--- src/hdl/adc_seq_pkg.sv ---
// Constants, field positions and types for the converter sequencer
// Notes on behaviour
// - Fixed single: one conversion, own pair, interrupt
// - Fixed continuous: results rotate through eight pairs
// - Fixed continuous: interrupt every four or eight
// - Scan single: each selected channel once, own pair
// - Scan: interrupt at end, or after four too
// - Scan single with one channel equals fixed single
// - Scan continuous: restart first channel, rotate pairs
// - Dual: alternate two inputs, first in even pairs
// - Dual: interrupt every four or eight conversions
// - Single step: one channel per start, interrupt
// - Timer overflow starts; ignored while converting
// - Writing immediate start begins conversion at once
// - Pin edge starts; further edges ignored while busy
// - Limit compare, inside inclusive or outside selectable
// - Boundary enable cleared disables boundary interrupts
// - Outside mode: early four-MSB limit compare
// - Otherwise compare again at eight MSBs
// - Per-channel flag for boundary-causing channels
// - Clock divider ratios one to eight
// - Ten-bit conversion takes 4 us at 9 MHz
// - Runs in idle; completion interrupt wakes processor
// - No operation in power-down; disable saves power
package adc_seq_pkg;

  // Register byte addresses
  localparam logic [7:0] CTRL_ADDR  = 8'h00;
  localparam logic [7:0] CHAN_ADDR  = 8'h04;
  localparam logic [7:0] LIMIT_ADDR = 8'h08;
  localparam logic [7:0] STAT_ADDR  = 8'h0C;
  localparam logic [7:0] BFLAG_ADDR = 8'h10;
  localparam logic [2:0] RES_PAGE   = 3'h1;   // Result pairs at 0x20..0x3C

  // Control register fields
  localparam int CTRL_EN   = 0;
  localparam int CTRL_MODE = 1;    // 3 bits
  localparam int CTRL_SRC  = 4;    // 2 bits
  localparam int CTRL_CIE  = 6;
  localparam int CTRL_BIE  = 7;
  localparam int CTRL_BOUT = 8;
  localparam int CTRL_GRP4 = 9;
  localparam int CTRL_DIV  = 10;   // 3 bits, ratio is value plus one
  localparam int CTRL_W    = 13;

  // Channel register fields
  localparam int CHAN_SEL  = 0;    // 8 bits scan mask
  localparam int CHAN_FIX  = 8;    // 3 bits fixed or first dual input
  localparam int CHAN_SEC  = 12;   // 3 bits second dual input
  localparam int CHAN_W    = 15;

  // Limit register fields
  localparam int LIM_LO    = 0;
  localparam int LIM_HI    = 16;
  localparam logic [9:0] LIM_HI_RST = 10'h3FF;
  localparam logic [9:0] LIM_LO_RST = 10'h000;

  // Status register fields
  localparam int STAT_DONE = 0;
  localparam int STAT_BND  = 1;
  localparam int STAT_BUSY = 2;

  // AXI responses
  localparam logic [1:0] RESP_OKAY   = 2'h0;
  localparam logic [1:0] RESP_SLVERR = 2'h2;

  // Conversion timing, in converter clock ticks
  localparam int SAR_BITS     = 10;
  localparam int CONV_TIME_NS = 4000;
  localparam int ADC_CLK_KHZ  = 9000;
  localparam int CONV_TICKS   = CONV_TIME_NS * ADC_CLK_KHZ / 1000000;
  localparam int SAMPLE_TICKS = CONV_TICKS - SAR_BITS;

  typedef enum logic [2:0] {
    MODE_FIX_SINGLE  = 3'h0,
    MODE_FIX_CONT    = 3'h1,
    MODE_SCAN_SINGLE = 3'h2,
    MODE_SCAN_CONT   = 3'h3,
    MODE_DUAL_CONT   = 3'h4,
    MODE_STEP        = 3'h5
  } mode_t;

  typedef enum logic [1:0] {
    SRC_TIMER = 2'h0,
    SRC_IMM   = 2'h1,
    SRC_EDGE  = 2'h2
  } src_t;

  typedef enum logic [2:0] {
    ST_IDLE   = 3'b001,
    ST_SAMPLE = 3'b010,
    ST_CONV   = 3'b100
  } seq_state_t;

endpackage : adc_seq_pkg

--- src/hdl/sar_adc_sequencer.sv ---
// Sequencer, result store and AXI4-Lite register file for the SAR converter
`timescale 1ns/1ns
module sar_adc_sequencer (
  input  wire logic        aclk,
  input  wire logic        aresetn,
  input  wire logic        s_axi_awvalid,
  output logic             s_axi_awready,
  input  wire logic [7:0]  s_axi_awaddr,
  input  wire logic        s_axi_wvalid,
  output logic             s_axi_wready,
  input  wire logic [31:0] s_axi_wdata,
  input  wire logic [3:0]  s_axi_wstrb,
  output logic             s_axi_bvalid,
  input  wire logic        s_axi_bready,
  output logic [1:0]       s_axi_bresp,
  input  wire logic        s_axi_arvalid,
  output logic             s_axi_arready,
  input  wire logic [7:0]  s_axi_araddr,
  output logic             s_axi_rvalid,
  input  wire logic        s_axi_rready,
  output logic [31:0]      s_axi_rdata,
  output logic [1:0]       s_axi_rresp,
  input  wire logic        timer0_ovf,
  input  wire logic        edge_trigger_pin,
  input  wire logic        cpu_idle,
  input  wire logic        pwr_down,
  input  wire logic        cmp_in,
  output logic [2:0]       mux_ch,
  output logic             sample_hold,
  output logic [9:0]       dac_code,
  output logic             adc_power_en,
  output logic             conv_irq,
  output logic             bnd_irq,
  output logic             idle_wake
);

  // Whole module state, registered once per clock
  typedef struct packed {
    logic                   awready;
    logic                   wready;
    logic                   bvalid;
    logic [1:0]             bresp;
    logic                   aw_got;   // Address held, waiting for data
    logic                   w_got;    // Data held, waiting for address
    logic [7:0]             aw_addr;
    logic [31:0]            w_data;
    logic [3:0]             w_strb;
    logic                   arready;
    logic                   rvalid;
    logic [1:0]             rresp;
    logic [31:0]            rdata;
    logic [12:0]            ctrl;     // Control register
    logic [14:0]            chan;     // Channel selection register
    logic [9:0]             lim_lo;
    logic [9:0]             lim_hi;
    logic                   done;     // Sticky completion flag
    logic                   bnd;      // Sticky boundary flag
    logic [7:0]             bflag;    // Per-channel boundary flags
    logic [7:0][9:0]        res;      // Eight result pairs
    adc_seq_pkg::seq_state_t st;
    logic                   running;  // Follow-on conversion without trigger
    logic [2:0]             ch;       // Channel being converted
    logic [2:0]             slot;     // Result pair to write
    logic [2:0]             cnt;      // Conversions in current group
    logic [7:0]             pend;     // Scan channels still to convert
    logic                   second;   // Dual mode: next is second input
    logic [2:0]             div_cnt;
    logic                   tick;     // Converter clock enable pulse
    logic [4:0]             phase;    // Sample phase counter
    logic [3:0]             bitpos;
    logic [9:0]             sar;      // Trial code driven to the DAC
    logic                   bnd_hit;  // Boundary already raised this conversion
    logic                   edge_prev;
    logic                   conv_irq;
    logic                   bnd_irq;
    logic                   wake;
    logic                   sample;
    logic                   pwr_en;
  } state_t;

  state_t q;
  state_t n;

  // Lowest set channel of a mask, used for scan start, reload and step
  function automatic logic [2:0] first_ch(input logic [7:0] m);
    logic [2:0] r;
    r = 3'h0;
    for (int i = 7; i >= 0; i--) begin
      if (m[i]) begin
        r = 3'(i);
      end
    end
    return r;
  endfunction : first_ch

  // Byte-lane merge of a write into an old register word
  function automatic logic [31:0] merge(input logic [31:0] old, input logic [31:0] d,
                                        input logic [3:0] s);
    logic [31:0] r;
    r = old;
    for (int b = 0; b < 4; b++) begin
      if (s[b]) begin
        r[b*8 +: 8] = d[b*8 +: 8];
      end
    end
    return r;
  endfunction : merge

  // Next-state logic: bus slave, then sequencer, so hardware sets win
  always_comb begin
    logic [31:0] wv;
    logic        imm_wr;
    logic        trig;
    logic        active;
    logic        irq_ev;
    logic        hit;
    logic [9:0]  d;
    logic [7:0]  left;
    logic [7:0]  sel;
    logic [7:0]  pmask;
    adc_seq_pkg::mode_t mode;
    wv     = 32'h0;
    imm_wr = 1'b0;
    trig   = 1'b0;
    irq_ev = 1'b0;
    hit    = 1'b0;
    d      = 10'h0;
    left   = 8'h0;
    pmask  = 8'h0;
    n      = q;

    // Write address and data are taken independently
    if (s_axi_awvalid && q.awready) begin
      n.aw_got  = 1'b1;
      n.aw_addr = s_axi_awaddr;
    end
    if (s_axi_wvalid && q.wready) begin
      n.w_got  = 1'b1;
      n.w_data = s_axi_wdata;
      n.w_strb = s_axi_wstrb;
    end
    if (q.bvalid && s_axi_bready) begin
      n.bvalid = 1'b0;
    end

    // Perform the write once both halves are held
    if (q.aw_got && q.w_got && !q.bvalid) begin
      n.aw_got = 1'b0;
      n.w_got  = 1'b0;
      n.bvalid = 1'b1;
      n.bresp  = adc_seq_pkg::RESP_OKAY;
      unique case ({q.aw_addr[7:2], 2'b00})
        adc_seq_pkg::CTRL_ADDR: begin
          wv     = merge({19'h0, q.ctrl}, q.w_data, q.w_strb);
          n.ctrl = wv[12:0];
          // Programming the immediate mode starts a conversion
          imm_wr = (wv[adc_seq_pkg::CTRL_SRC +: 2] == adc_seq_pkg::SRC_IMM);
        end
        adc_seq_pkg::CHAN_ADDR: begin
          wv     = merge({17'h0, q.chan}, q.w_data, q.w_strb);
          n.chan = wv[14:0];
        end
        adc_seq_pkg::LIMIT_ADDR: begin
          wv       = merge({6'h0, q.lim_hi, 6'h0, q.lim_lo}, q.w_data, q.w_strb);
          n.lim_lo = wv[adc_seq_pkg::LIM_LO +: 10];
          n.lim_hi = wv[adc_seq_pkg::LIM_HI +: 10];
        end
        adc_seq_pkg::STAT_ADDR: begin
          // Write one to clear; a same-cycle event below sets again
          if (q.w_strb[0] && q.w_data[adc_seq_pkg::STAT_DONE]) begin
            n.done = 1'b0;
          end
          if (q.w_strb[0] && q.w_data[adc_seq_pkg::STAT_BND]) begin
            n.bnd = 1'b0;
          end
        end
        adc_seq_pkg::BFLAG_ADDR: begin
          if (q.w_strb[0]) begin
            n.bflag = q.bflag & ~q.w_data[7:0];
          end
        end
        default: begin
          // Result pairs are read-only; other addresses are unmapped
          if (q.aw_addr[7:5] != adc_seq_pkg::RES_PAGE) begin
            n.bresp = adc_seq_pkg::RESP_SLVERR;
          end
        end
      endcase
    end

    // Read channel: one outstanding read, data latched at acceptance
    if (q.rvalid && s_axi_rready) begin
      n.rvalid = 1'b0;
    end
    if (s_axi_arvalid && q.arready) begin
      n.rvalid = 1'b1;
      n.rresp  = adc_seq_pkg::RESP_OKAY;
      n.rdata  = 32'h0;
      unique case ({s_axi_araddr[7:2], 2'b00})
        adc_seq_pkg::CTRL_ADDR:  n.rdata = {19'h0, q.ctrl};
        adc_seq_pkg::CHAN_ADDR:  n.rdata = {17'h0, q.chan};
        adc_seq_pkg::LIMIT_ADDR: n.rdata = {6'h0, q.lim_hi, 6'h0, q.lim_lo};
        adc_seq_pkg::STAT_ADDR:  n.rdata = {29'h0, q.st != adc_seq_pkg::ST_IDLE, q.bnd, q.done};
        adc_seq_pkg::BFLAG_ADDR: n.rdata = {24'h0, q.bflag};
        default: begin
          if (s_axi_araddr[7:5] == adc_seq_pkg::RES_PAGE) begin
            // Left byte holds the two top bits, right byte the low eight
            n.rdata = {16'h0, 6'h0, q.res[s_axi_araddr[4:2]][9:8],
                       q.res[s_axi_araddr[4:2]][7:0]};
          end else begin
            n.rresp = adc_seq_pkg::RESP_SLVERR;
          end
        end
      endcase
    end

    // Converter clock divider, ratio one to eight
    n.tick    = 1'b0;
    n.div_cnt = q.div_cnt + 3'h1;
    if (q.div_cnt >= q.ctrl[adc_seq_pkg::CTRL_DIV +: 3]) begin
      n.div_cnt = 3'h0;
      n.tick    = 1'b1;
    end

    // Start source selection; triggers only count while idle
    // Control seen as just written, so an immediate start in the enabling write counts
    mode   = adc_seq_pkg::mode_t'(n.ctrl[adc_seq_pkg::CTRL_MODE +: 3]);
    sel    = q.chan[adc_seq_pkg::CHAN_SEL +: 8];
    active = n.ctrl[adc_seq_pkg::CTRL_EN] && !pwr_down;
    n.edge_prev = edge_trigger_pin;
    unique case (n.ctrl[adc_seq_pkg::CTRL_SRC +: 2])
      adc_seq_pkg::SRC_TIMER: trig = timer0_ovf;
      adc_seq_pkg::SRC_EDGE:  trig = edge_trigger_pin ^ q.edge_prev;
      default:                trig = imm_wr;
    endcase

    unique case (q.st)
      adc_seq_pkg::ST_IDLE: begin
        if (active && q.running) begin
          n.st = adc_seq_pkg::ST_SAMPLE;
        end else if (active && trig) begin
          n.st = adc_seq_pkg::ST_SAMPLE;
          n.cnt    = 3'h0;
          n.second = 1'b0;
          unique case (mode)
            adc_seq_pkg::MODE_FIX_CONT, adc_seq_pkg::MODE_DUAL_CONT: begin
              n.ch      = q.chan[adc_seq_pkg::CHAN_FIX +: 3];
              n.slot    = 3'h0;
              n.second  = 1'b1;
              n.running = 1'b1;
            end
            adc_seq_pkg::MODE_SCAN_SINGLE, adc_seq_pkg::MODE_SCAN_CONT: begin
              n.pend    = sel;
              n.ch      = first_ch(sel);
              n.slot    = (mode == adc_seq_pkg::MODE_SCAN_CONT) ? 3'h0 : first_ch(sel);
              n.running = 1'b1;
              if (sel == 8'h0) begin
                n.st      = adc_seq_pkg::ST_IDLE;
                n.running = 1'b0;
              end
            end
            adc_seq_pkg::MODE_STEP: begin
              // Resume the scan where the last step left it
              pmask  = (q.pend == 8'h0) ? sel : q.pend;
              n.pend = pmask;
              n.ch   = first_ch(pmask);
              n.slot = first_ch(pmask);
              if (pmask == 8'h0) begin
                n.st = adc_seq_pkg::ST_IDLE;
              end
            end
            default: begin
              n.ch   = q.chan[adc_seq_pkg::CHAN_FIX +: 3];
              n.slot = q.chan[adc_seq_pkg::CHAN_FIX +: 3];
            end
          endcase
        end
        n.phase   = 5'h0;
        n.bitpos  = 4'(adc_seq_pkg::SAR_BITS - 1);
        n.sar     = 10'h200;
        n.bnd_hit = 1'b0;
      end
      adc_seq_pkg::ST_SAMPLE: begin
        if (q.tick) begin
          n.phase = q.phase + 5'h1;
          if (q.phase == 5'(adc_seq_pkg::SAMPLE_TICKS - 1)) begin
            n.st = adc_seq_pkg::ST_CONV;
          end
        end
      end
      adc_seq_pkg::ST_CONV: begin
        if (q.tick) begin
          // Decide the current bit and try the next one down
          d = q.sar;
          if (!cmp_in) begin
            d[q.bitpos] = 1'b0;
          end
          n.sar = d;
          if (q.bitpos != 4'h0) begin
            n.sar[q.bitpos - 4'h1] = 1'b1;
          end
          n.bitpos = q.bitpos - 4'h1;
          // Early outside-limit checks on partial results
          if (q.ctrl[adc_seq_pkg::CTRL_BOUT] && !q.bnd_hit) begin
            if (q.bitpos == 4'h6) begin
              hit = (d[9:6] > q.lim_hi[9:6]) || (d[9:6] < q.lim_lo[9:6]);
            end else if (q.bitpos == 4'h2) begin
              hit = (d[9:2] > q.lim_hi[9:2]) || (d[9:2] < q.lim_lo[9:2]);
            end
          end
          if (q.bitpos == 4'h0) begin
            n.st          = adc_seq_pkg::ST_IDLE;
            n.res[q.slot] = d;
            n.cnt         = q.cnt + 3'h1;
            n.slot        = q.slot + 3'h1;
            left          = q.pend & ~(8'h1 << q.ch);
            if (q.ctrl[adc_seq_pkg::CTRL_BOUT]) begin
              hit = hit || (!q.bnd_hit && ((d > q.lim_hi) || (d < q.lim_lo)));
            end else begin
              hit = (d >= q.lim_lo) && (d <= q.lim_hi);
            end
            unique case (mode)
              adc_seq_pkg::MODE_FIX_CONT, adc_seq_pkg::MODE_DUAL_CONT: begin
                irq_ev = q.ctrl[adc_seq_pkg::CTRL_GRP4] ? (q.cnt[1:0] == 2'h3)
                                                       : (q.cnt == 3'h7);
                if (mode == adc_seq_pkg::MODE_DUAL_CONT) begin
                  n.second = !q.second;
                  n.ch     = q.second ? q.chan[adc_seq_pkg::CHAN_SEC +: 3]
                                      : q.chan[adc_seq_pkg::CHAN_FIX +: 3];
                end
              end
              adc_seq_pkg::MODE_SCAN_SINGLE, adc_seq_pkg::MODE_SCAN_CONT: begin
                irq_ev = (left == 8'h0) ||
                         (q.ctrl[adc_seq_pkg::CTRL_GRP4] && q.cnt == 3'h3);
                n.pend = left;
                n.ch   = first_ch(left);
                if (mode == adc_seq_pkg::MODE_SCAN_SINGLE) begin
                  n.slot = first_ch(left);
                end
                if (left == 8'h0) begin
                  n.cnt     = 3'h0;
                  n.pend    = sel;
                  n.ch      = first_ch(sel);
                  n.running = (mode == adc_seq_pkg::MODE_SCAN_CONT) && (sel != 8'h0);
                end
              end
              adc_seq_pkg::MODE_STEP: begin
                irq_ev    = 1'b1;
                n.pend    = left;
                n.running = 1'b0;
              end
              default: begin
                irq_ev    = 1'b1;
                n.running = 1'b0;
              end
            endcase
          end
        end
      end
      default: begin
        n.st = adc_seq_pkg::ST_IDLE;
      end
    endcase

    // Boundary events need their enable; they also mark the channel
    if (hit && q.ctrl[adc_seq_pkg::CTRL_BIE]) begin
      n.bnd_hit     = 1'b1;
      n.bnd         = 1'b1;
      n.bflag[q.ch] = 1'b1;
    end
    if (irq_ev) begin
      n.done = 1'b1;
    end

    // Disable or power-down aborts any conversion in flight
    if (!active) begin
      n.st      = adc_seq_pkg::ST_IDLE;
      n.running = 1'b0;
    end

    // Registered outputs
    n.awready  = !n.aw_got && !n.bvalid;
    n.wready   = !n.w_got && !n.bvalid;
    n.arready  = !n.rvalid;
    n.conv_irq = n.done && n.ctrl[adc_seq_pkg::CTRL_CIE];
    n.bnd_irq  = n.bnd && n.ctrl[adc_seq_pkg::CTRL_BIE];
    n.wake     = n.conv_irq && cpu_idle;
    n.sample   = (n.st == adc_seq_pkg::ST_SAMPLE);
    n.pwr_en   = active;
  end

  // State register, synchronous active-low reset
  always_ff @(posedge aclk) begin
    if (!aresetn) begin
      q        <= '0;
      q.st     <= adc_seq_pkg::ST_IDLE;
      q.lim_hi <= adc_seq_pkg::LIM_HI_RST;
      q.lim_lo <= adc_seq_pkg::LIM_LO_RST;
    end else begin
      q <= n;
    end
  end

  // Ports straight from the state register
  assign s_axi_awready = q.awready;
  assign s_axi_wready  = q.wready;
  assign s_axi_bvalid  = q.bvalid;
  assign s_axi_bresp   = q.bresp;
  assign s_axi_arready = q.arready;
  assign s_axi_rvalid  = q.rvalid;
  assign s_axi_rdata   = q.rdata;
  assign s_axi_rresp   = q.rresp;
  assign mux_ch        = q.ch;
  assign sample_hold   = q.sample;
  assign dac_code      = q.sar;
  assign adc_power_en  = q.pwr_en;
  assign conv_irq      = q.conv_irq;
  assign bnd_irq       = q.bnd_irq;
  assign idle_wake     = q.wake;

endmodule : sar_adc_sequencer

--- config.mk ---
export PLATFORM = sky130hd
export DESIGN_NAME = sar_adc_sequencer
export DESIGN_NICKNAME = d
export VERILOG_FILES = /design/src/hdl/adc_seq_pkg.sv /design/src/hdl/sar_adc_sequencer.sv
export SDC_FILE = /design/constraint.sdc
export NUM_CORES = 1
export LEC_CHECK = 0
export BUFFER_PORTS_ARGS = -buffer_cell sky130_fd_sc_hd__clkbuf_2
export CAP_MARGIN = 10
export CORE_ASPECT_RATIO = 0.6
export CORE_MARGIN = 2
export CORE_UTILIZATION = 50
export CTS_CLUSTER_DIAMETER = 120
export DETAILED_ROUTE_END_ITERATION = 6
export GPL_ROUTABILITY_DRIVEN = 0
export PLACE_DENSITY = 0.69
export SLEW_MARGIN = 0
export SYNTH_ARGS = -nofsm -noshare
export SYNTH_HDL_FRONTEND = slang
export SYNTH_SLANG_ARGS = --single-unit
--- constraint.sdc ---
create_clock -name aclk -period 3.4 [get_ports aclk]
set_clock_uncertainty 0.05 [all_clocks]
set_input_delay 0.68 -clock aclk [delete_from_list [all_inputs] [get_ports aclk]]
set_output_delay 0.68 -clock aclk [all_outputs]
set_load 0.01 [all_outputs]
Yosys cells after proc, flatten, opt, wreduce, memory -nomap -nowiden
Index checks and enable logic that the tools add are counted.

storage, ports and cells
  register bits after elaboration = 271
  output and inout bits = 59

cells by class
  $add $sub $neg = 5
  order comparisons = 18
  mux-type cells = 125
  reductions and logical operators = 74
  shift operators = 1
  equality and inequality tests = 42
  bitwise gates (word level) = 10

operators with widths
  kind                count
  $pmux 26 s5         1
  $mux 3              32
  $bwmux 80           1
  $mux 8              10
  $mux 10             7
  $mux 22             3
  $mux 53             1
  $pmux 19 s2         1
  $mux 35             1
  $logic_not 8->1     4
  $pmux 8 s2          2
  $mux 1              31
  $bmux 10 s3         1
  $demux 10 s3        1
  $pmux 14 s2         1
  $logic_and 1x1->1   27
  $eq 6x2->1 const B  4
  $reduce_and 3->1    8
  $reduce_and 7->1    3
  $mux 20             1
  $mux 19             1
  $ne 3x1->1 const B  6
  $pmux 6 s3          1
  $and 8x8->8         2
  65 further kinds    125

Logic depth before layout (Yosys ltp)
  depth in word-level cells = 24
  gate-level depth with buffers = 15
  gate-level depth less buffers = 13

Least setup slack after synthesis
Ideal clock, no wire load.

  kind = reg2reg
  from = register q[17] (netlist name)
  to = register q[133] (netlist name)
  library setup time = 0.129 ns
  arrival time = 3.197 ns
  required time = 3.221 ns
  slack = 0.024 ns
  path buffers = 2
  cell stages (with the launch flop) = 16
  cell sequence = dfxtp_1 > inv_1 > ha_1 > clkbuf_1 > nand2_1 > o31ai_1 > inv_1 > ha_1 > a21o_1 > a221oi_1 > o221ai_1 > o21ai_0 > a31oi_1 > o22ai_1 > clkbuf_1 > o21ai_0

on the way
  cells in the longest elaborated chain, start to end = 23
  elaborated cells on any way between the ends = 38
  classes of those cells = order compare (10); eq/ne (2); mux (15); bitwise (2); reduce/logical (9)

ends and longest elaborated chain
  what                                                                   line                      source
  from (decl)                                                            sar_adc_sequencer.sv:81   state_t q;
  from (signal assigned)                                                 sar_adc_sequencer.sv:400  q <= n;
  $lt 4x5->1 (not written as such) / $ge 4x1->1 (equally long branches)  sar_adc_sequencer.sv:296  d[q.bitpos] = 1'b0;
  $logic_and 1x1->1 (not written as such)                                sar_adc_sequencer.sv:296
  $mux 1 (not written as such)                                           sar_adc_sequencer.sv:296
  $demux 1 s4                                                            sar_adc_sequencer.sv:296
  $not 10->10 (no line)                                                  -
  $and 10x10->10 (no line)                                               -
  $mux 10                                                                sar_adc_sequencer.sv:295  if (!cmp_in) begin
  $mux 10                                                                sar_adc_sequencer.sv:292  if (q.tick) begin
  (+7 left out)                                                          -
  $mux 1                                                                 sar_adc_sequencer.sv:237  unique case (q.st)
  $logic_or 1x1->1                                                       sar_adc_sequencer.sv:318  hit = hit || (!q.bnd_hit && ((d > q.lim_hi) || (d < q.lim_lo)));
  $mux 1                                                                 sar_adc_sequencer.sv:317  if (q.ctrl[adc_seq_pkg::CTRL_BOUT]) begin
  $mux 1 *                                                               sar_adc_sequencer.sv:311  if (q.bitpos == 4'h0) begin
  $mux 1 *                                                               sar_adc_sequencer.sv:292
  $mux 1 *                                                               sar_adc_sequencer.sv:237
  $logic_and 1x1->1 *                                                    sar_adc_sequencer.sv:366  if (hit && q.ctrl[adc_seq_pkg::CTRL_BIE]) begin
  $mux 9 *                                                               sar_adc_sequencer.sv:366

Mark *: on every way between the ends. The rest lies on a longest branch, timed or not. The select of a mux whose other input is x is not followed.
A chain may end at the register's enable or synchronous reset.

Worst setup path after layout
  from = register q[17] (netlist name)
  to = register q[139] (netlist name)

The elaborated chain is that of the path after synthesis.

==> metrics.txt <==
Net Switching 1.50 mW; share of cells above drive strength 1 0.170; Final Cell Area 14700 um^2; syn_area_per_cell 8.28 um^2; CP max stage delay 320 ps; Hold Crit Class in -> reg; Worst path slowest cell dfxtp_1; max_cap viols 0; worst slew pin tran ~1100 ps; deepest clock path buffer count 3; fin nets 1733; hold buffers post-CTS 0; Int Pwr 4.82 mW; f_max between 300 and 400 MHz; GRT overflow 0; cell family with most CP delay compound AO/OA/AOI/OAI gates; TritonRoute pass-1 iters 7; Worst R2R Path Depth 15; Routed WL 40800 um; Post-synth EDFFs 0; pwr dens ~430 nW/um^2; endpoints failing setup 0; met2 wire length 15600 um; Pins Over Slew Limit 0; Hold WS 290 ps; area grow syn2layout 11.4%; Tcrit/Tclk final 0.952; Fill cells roughly 2300; die area 27700 um^2; CTS tree done; worst skew pair latency 560 ps; post-synth top area share 0.393; crit path cell chain inv_1 > ha_2 > nand2_1 > o31ai_4 > inv_2 > buf_4 > ha_1 > a21o_1 > a21oi_1 > o221ai_1 > a21oi_1 > o31a_1 > o22ai_1 > buf_4 > o21ai_0; min Tclk post-route 3240 ps; HP Start s_axi_wstrb[0]; placed instance area 13800 um^2; die width 214 um; crit path capture type flop; area leader, netlist dfxtp_1; cts bufs inserted 25; Initial Util 0.515; number of stages on the worst setup path 15; synth top area cells dfxtp_1 39%, nor2_1 6.5%, a21oi_1 6.4%; vias in the first global route 10697; fin cells 2000; top-count cell post-synth dfxtp_1; DR iter-0 viols 1474; hold depth 3; WP buf/inv 4; Yosys warning count 0; CTS-repair resized insts 0; post-DP HPWL 29300 um; Peak supply drop 0.280 mV; detailed-route via count around 12000; Post-Route M1 WL 19300 um; post-synthesis instance total ~1600; PnR worst setup slack 163 ps; Max FO, Critical Path 11; Flop pwr share 0.494; core area 25600 um^2; Clk pwr share 0.452; Rel. slew slack 0.257; critical path required time 3780 ps; clk sinks 259; CTS root buf clkbuf_16; Mapped Area between 10000 and 15000 um^2; Setup CP Type reg -> reg; GRT Util Overall 0.295; final hold vios 0; WHS Endpoint q[226]; most frequent cells after synthesis 259 x dfxtp_1, 230 x nor2_1, 191 x nand2_1; Synth Flop Type dfxtp_1; status finished, final reports clean; first-pass GRT wire length 62600 um; Placed Cells 1956; Switching Share 0.237; # rows 45; Seq cells post-synth 259; Routed Antenna Nets 0; synth unique cells 84; IO Count 123; unrepaired setup endpoints after global routing no; Vias/cell about 6; R2R Path Start q[17]; Worst EP arrival 3610 ps; leak pwr 5.79 nW; Max Used Layer met4; routed wl met3 5260 um; Buffers on Ports 102; Worst Setup Start Kind flop; Logic pwr share 0.054; initial antenna violation count 0; Die Y 130 um; Post-Place Worst Slack -93.2 ps; Residual DRC 0; post-synthesis sequential area ratio 0.393; ant diodes 0; wire per inst 20.4 um; H-tree depth 1; Worst-path clk slew 70 ps; fraction of registers with async set or reset after synthesis 0; post-CTS setup buffers 0; worst reg-to-reg setup slack 160 ps; largest net degree at the start of global routing 107; FF-to-FF End q[139]
[cell families after synthesis]
kind of cell,after synthesis,share of synthesized area
AO/OA/AOI/OAI,377,0.177
XOR/XNOR,8,0.00531
adder cells (fa/ha/maj),38,0.0361
buffers and inverters,204,0.0730
flip-flops,259,0.393
multiplexers,108,0.103
other,1,0.000284
AND/OR/NAND/NOR,598,0.212
[per-stage QoR]
step	power [mW]	utilization	setup TNS [ps]
global route	6.50	0.574	0
finish	6.31	0.574	0
floorplan	3.40	-	0
global placement	3.52	0.541	0
CTS	6.34	0.573	0
detailed placement	3.52	0.541	-859
[worst register-to-register path, cell delays in order (launching register included)]
cell and delay (ps):
dfxtp_1 320, inv_1 150, ha_2 270, nand2_1 150, o31ai_4 230, inv_2 140
buf_4 190, ha_1 300, a21o_1 110, a21oi_1 60, o221ai_1 270, a21oi_1 70
o31a_1 290, o22ai_1 210, buf_4 220, o21ai_0 110
[per-layer routing]
layer / GRT usage / up-vias
met4: 0.0568 / 0
met2: 0.393 / 662
met1: 0.458 / 5655
met3: 0.0917 / 64
met5: 0.00172 / -
li1: - / 5617
[layout by cell type (no fill, tap or decap), types with 12 or more instances in the layout]
master	n
nand2_1	191
dfxtp_1	259
mux4_2	20
clkbuf_16	25
clkbuf_2	102
a31oi_1	17
a21oi_1	169
a221oi_1	14
nand2b_1	16
nor3_1	13
ha_1	36
buf_4	58
inv_1	45
nand3_1	42
o21ai_0	58
nor2_1	230
nand4_1	12
mux2i_1	70
mux2_2	17
o211ai_1	14
[state kept, by name, summed over array words and instances, names as in the netlist, 3 cells and up]
register	flops
mux_ch	3
dac_code	10
s_axi_rdata	25
q	209
[final cells by class]
type,instances,area (um^2),area share
Clock buffer,33,716,0.0487
Clock inverter,11,113,0.00766
Inverter,47,181,0.0123
Multi-Input combinational cell,1138,7120,0.484
Sequential cell,259,5180,0.353
Tap cell,352,440,0.0300
Timing Repair Buffer,160,946,0.0644
[worst max-delay path by stage]
stage / slack, ps / from / endpoint
floorplan: 20 / q[17] / q[133]
global placement: 20 / cmp_in / q[137]
detailed placement: -90 / cmp_in / q[138]
CTS: 100 / q[17] / q[139]
global route: 10 / q[17] / q[133]
finish: 160 / q[17] / q[139]
[power groups by stage]
stage,clock (mW),sequential [mW],combinational [mW]
after detailed placement,0,3.19,0.337
after global routing,3.01,3.12,0.374
after CTS,2.88,3.12,0.338
after floorplan,0,3.16,0.238
after global placement,0,3.18,0.332
final,2.85,3.12,0.343
(Power assumes the default switching activity.)
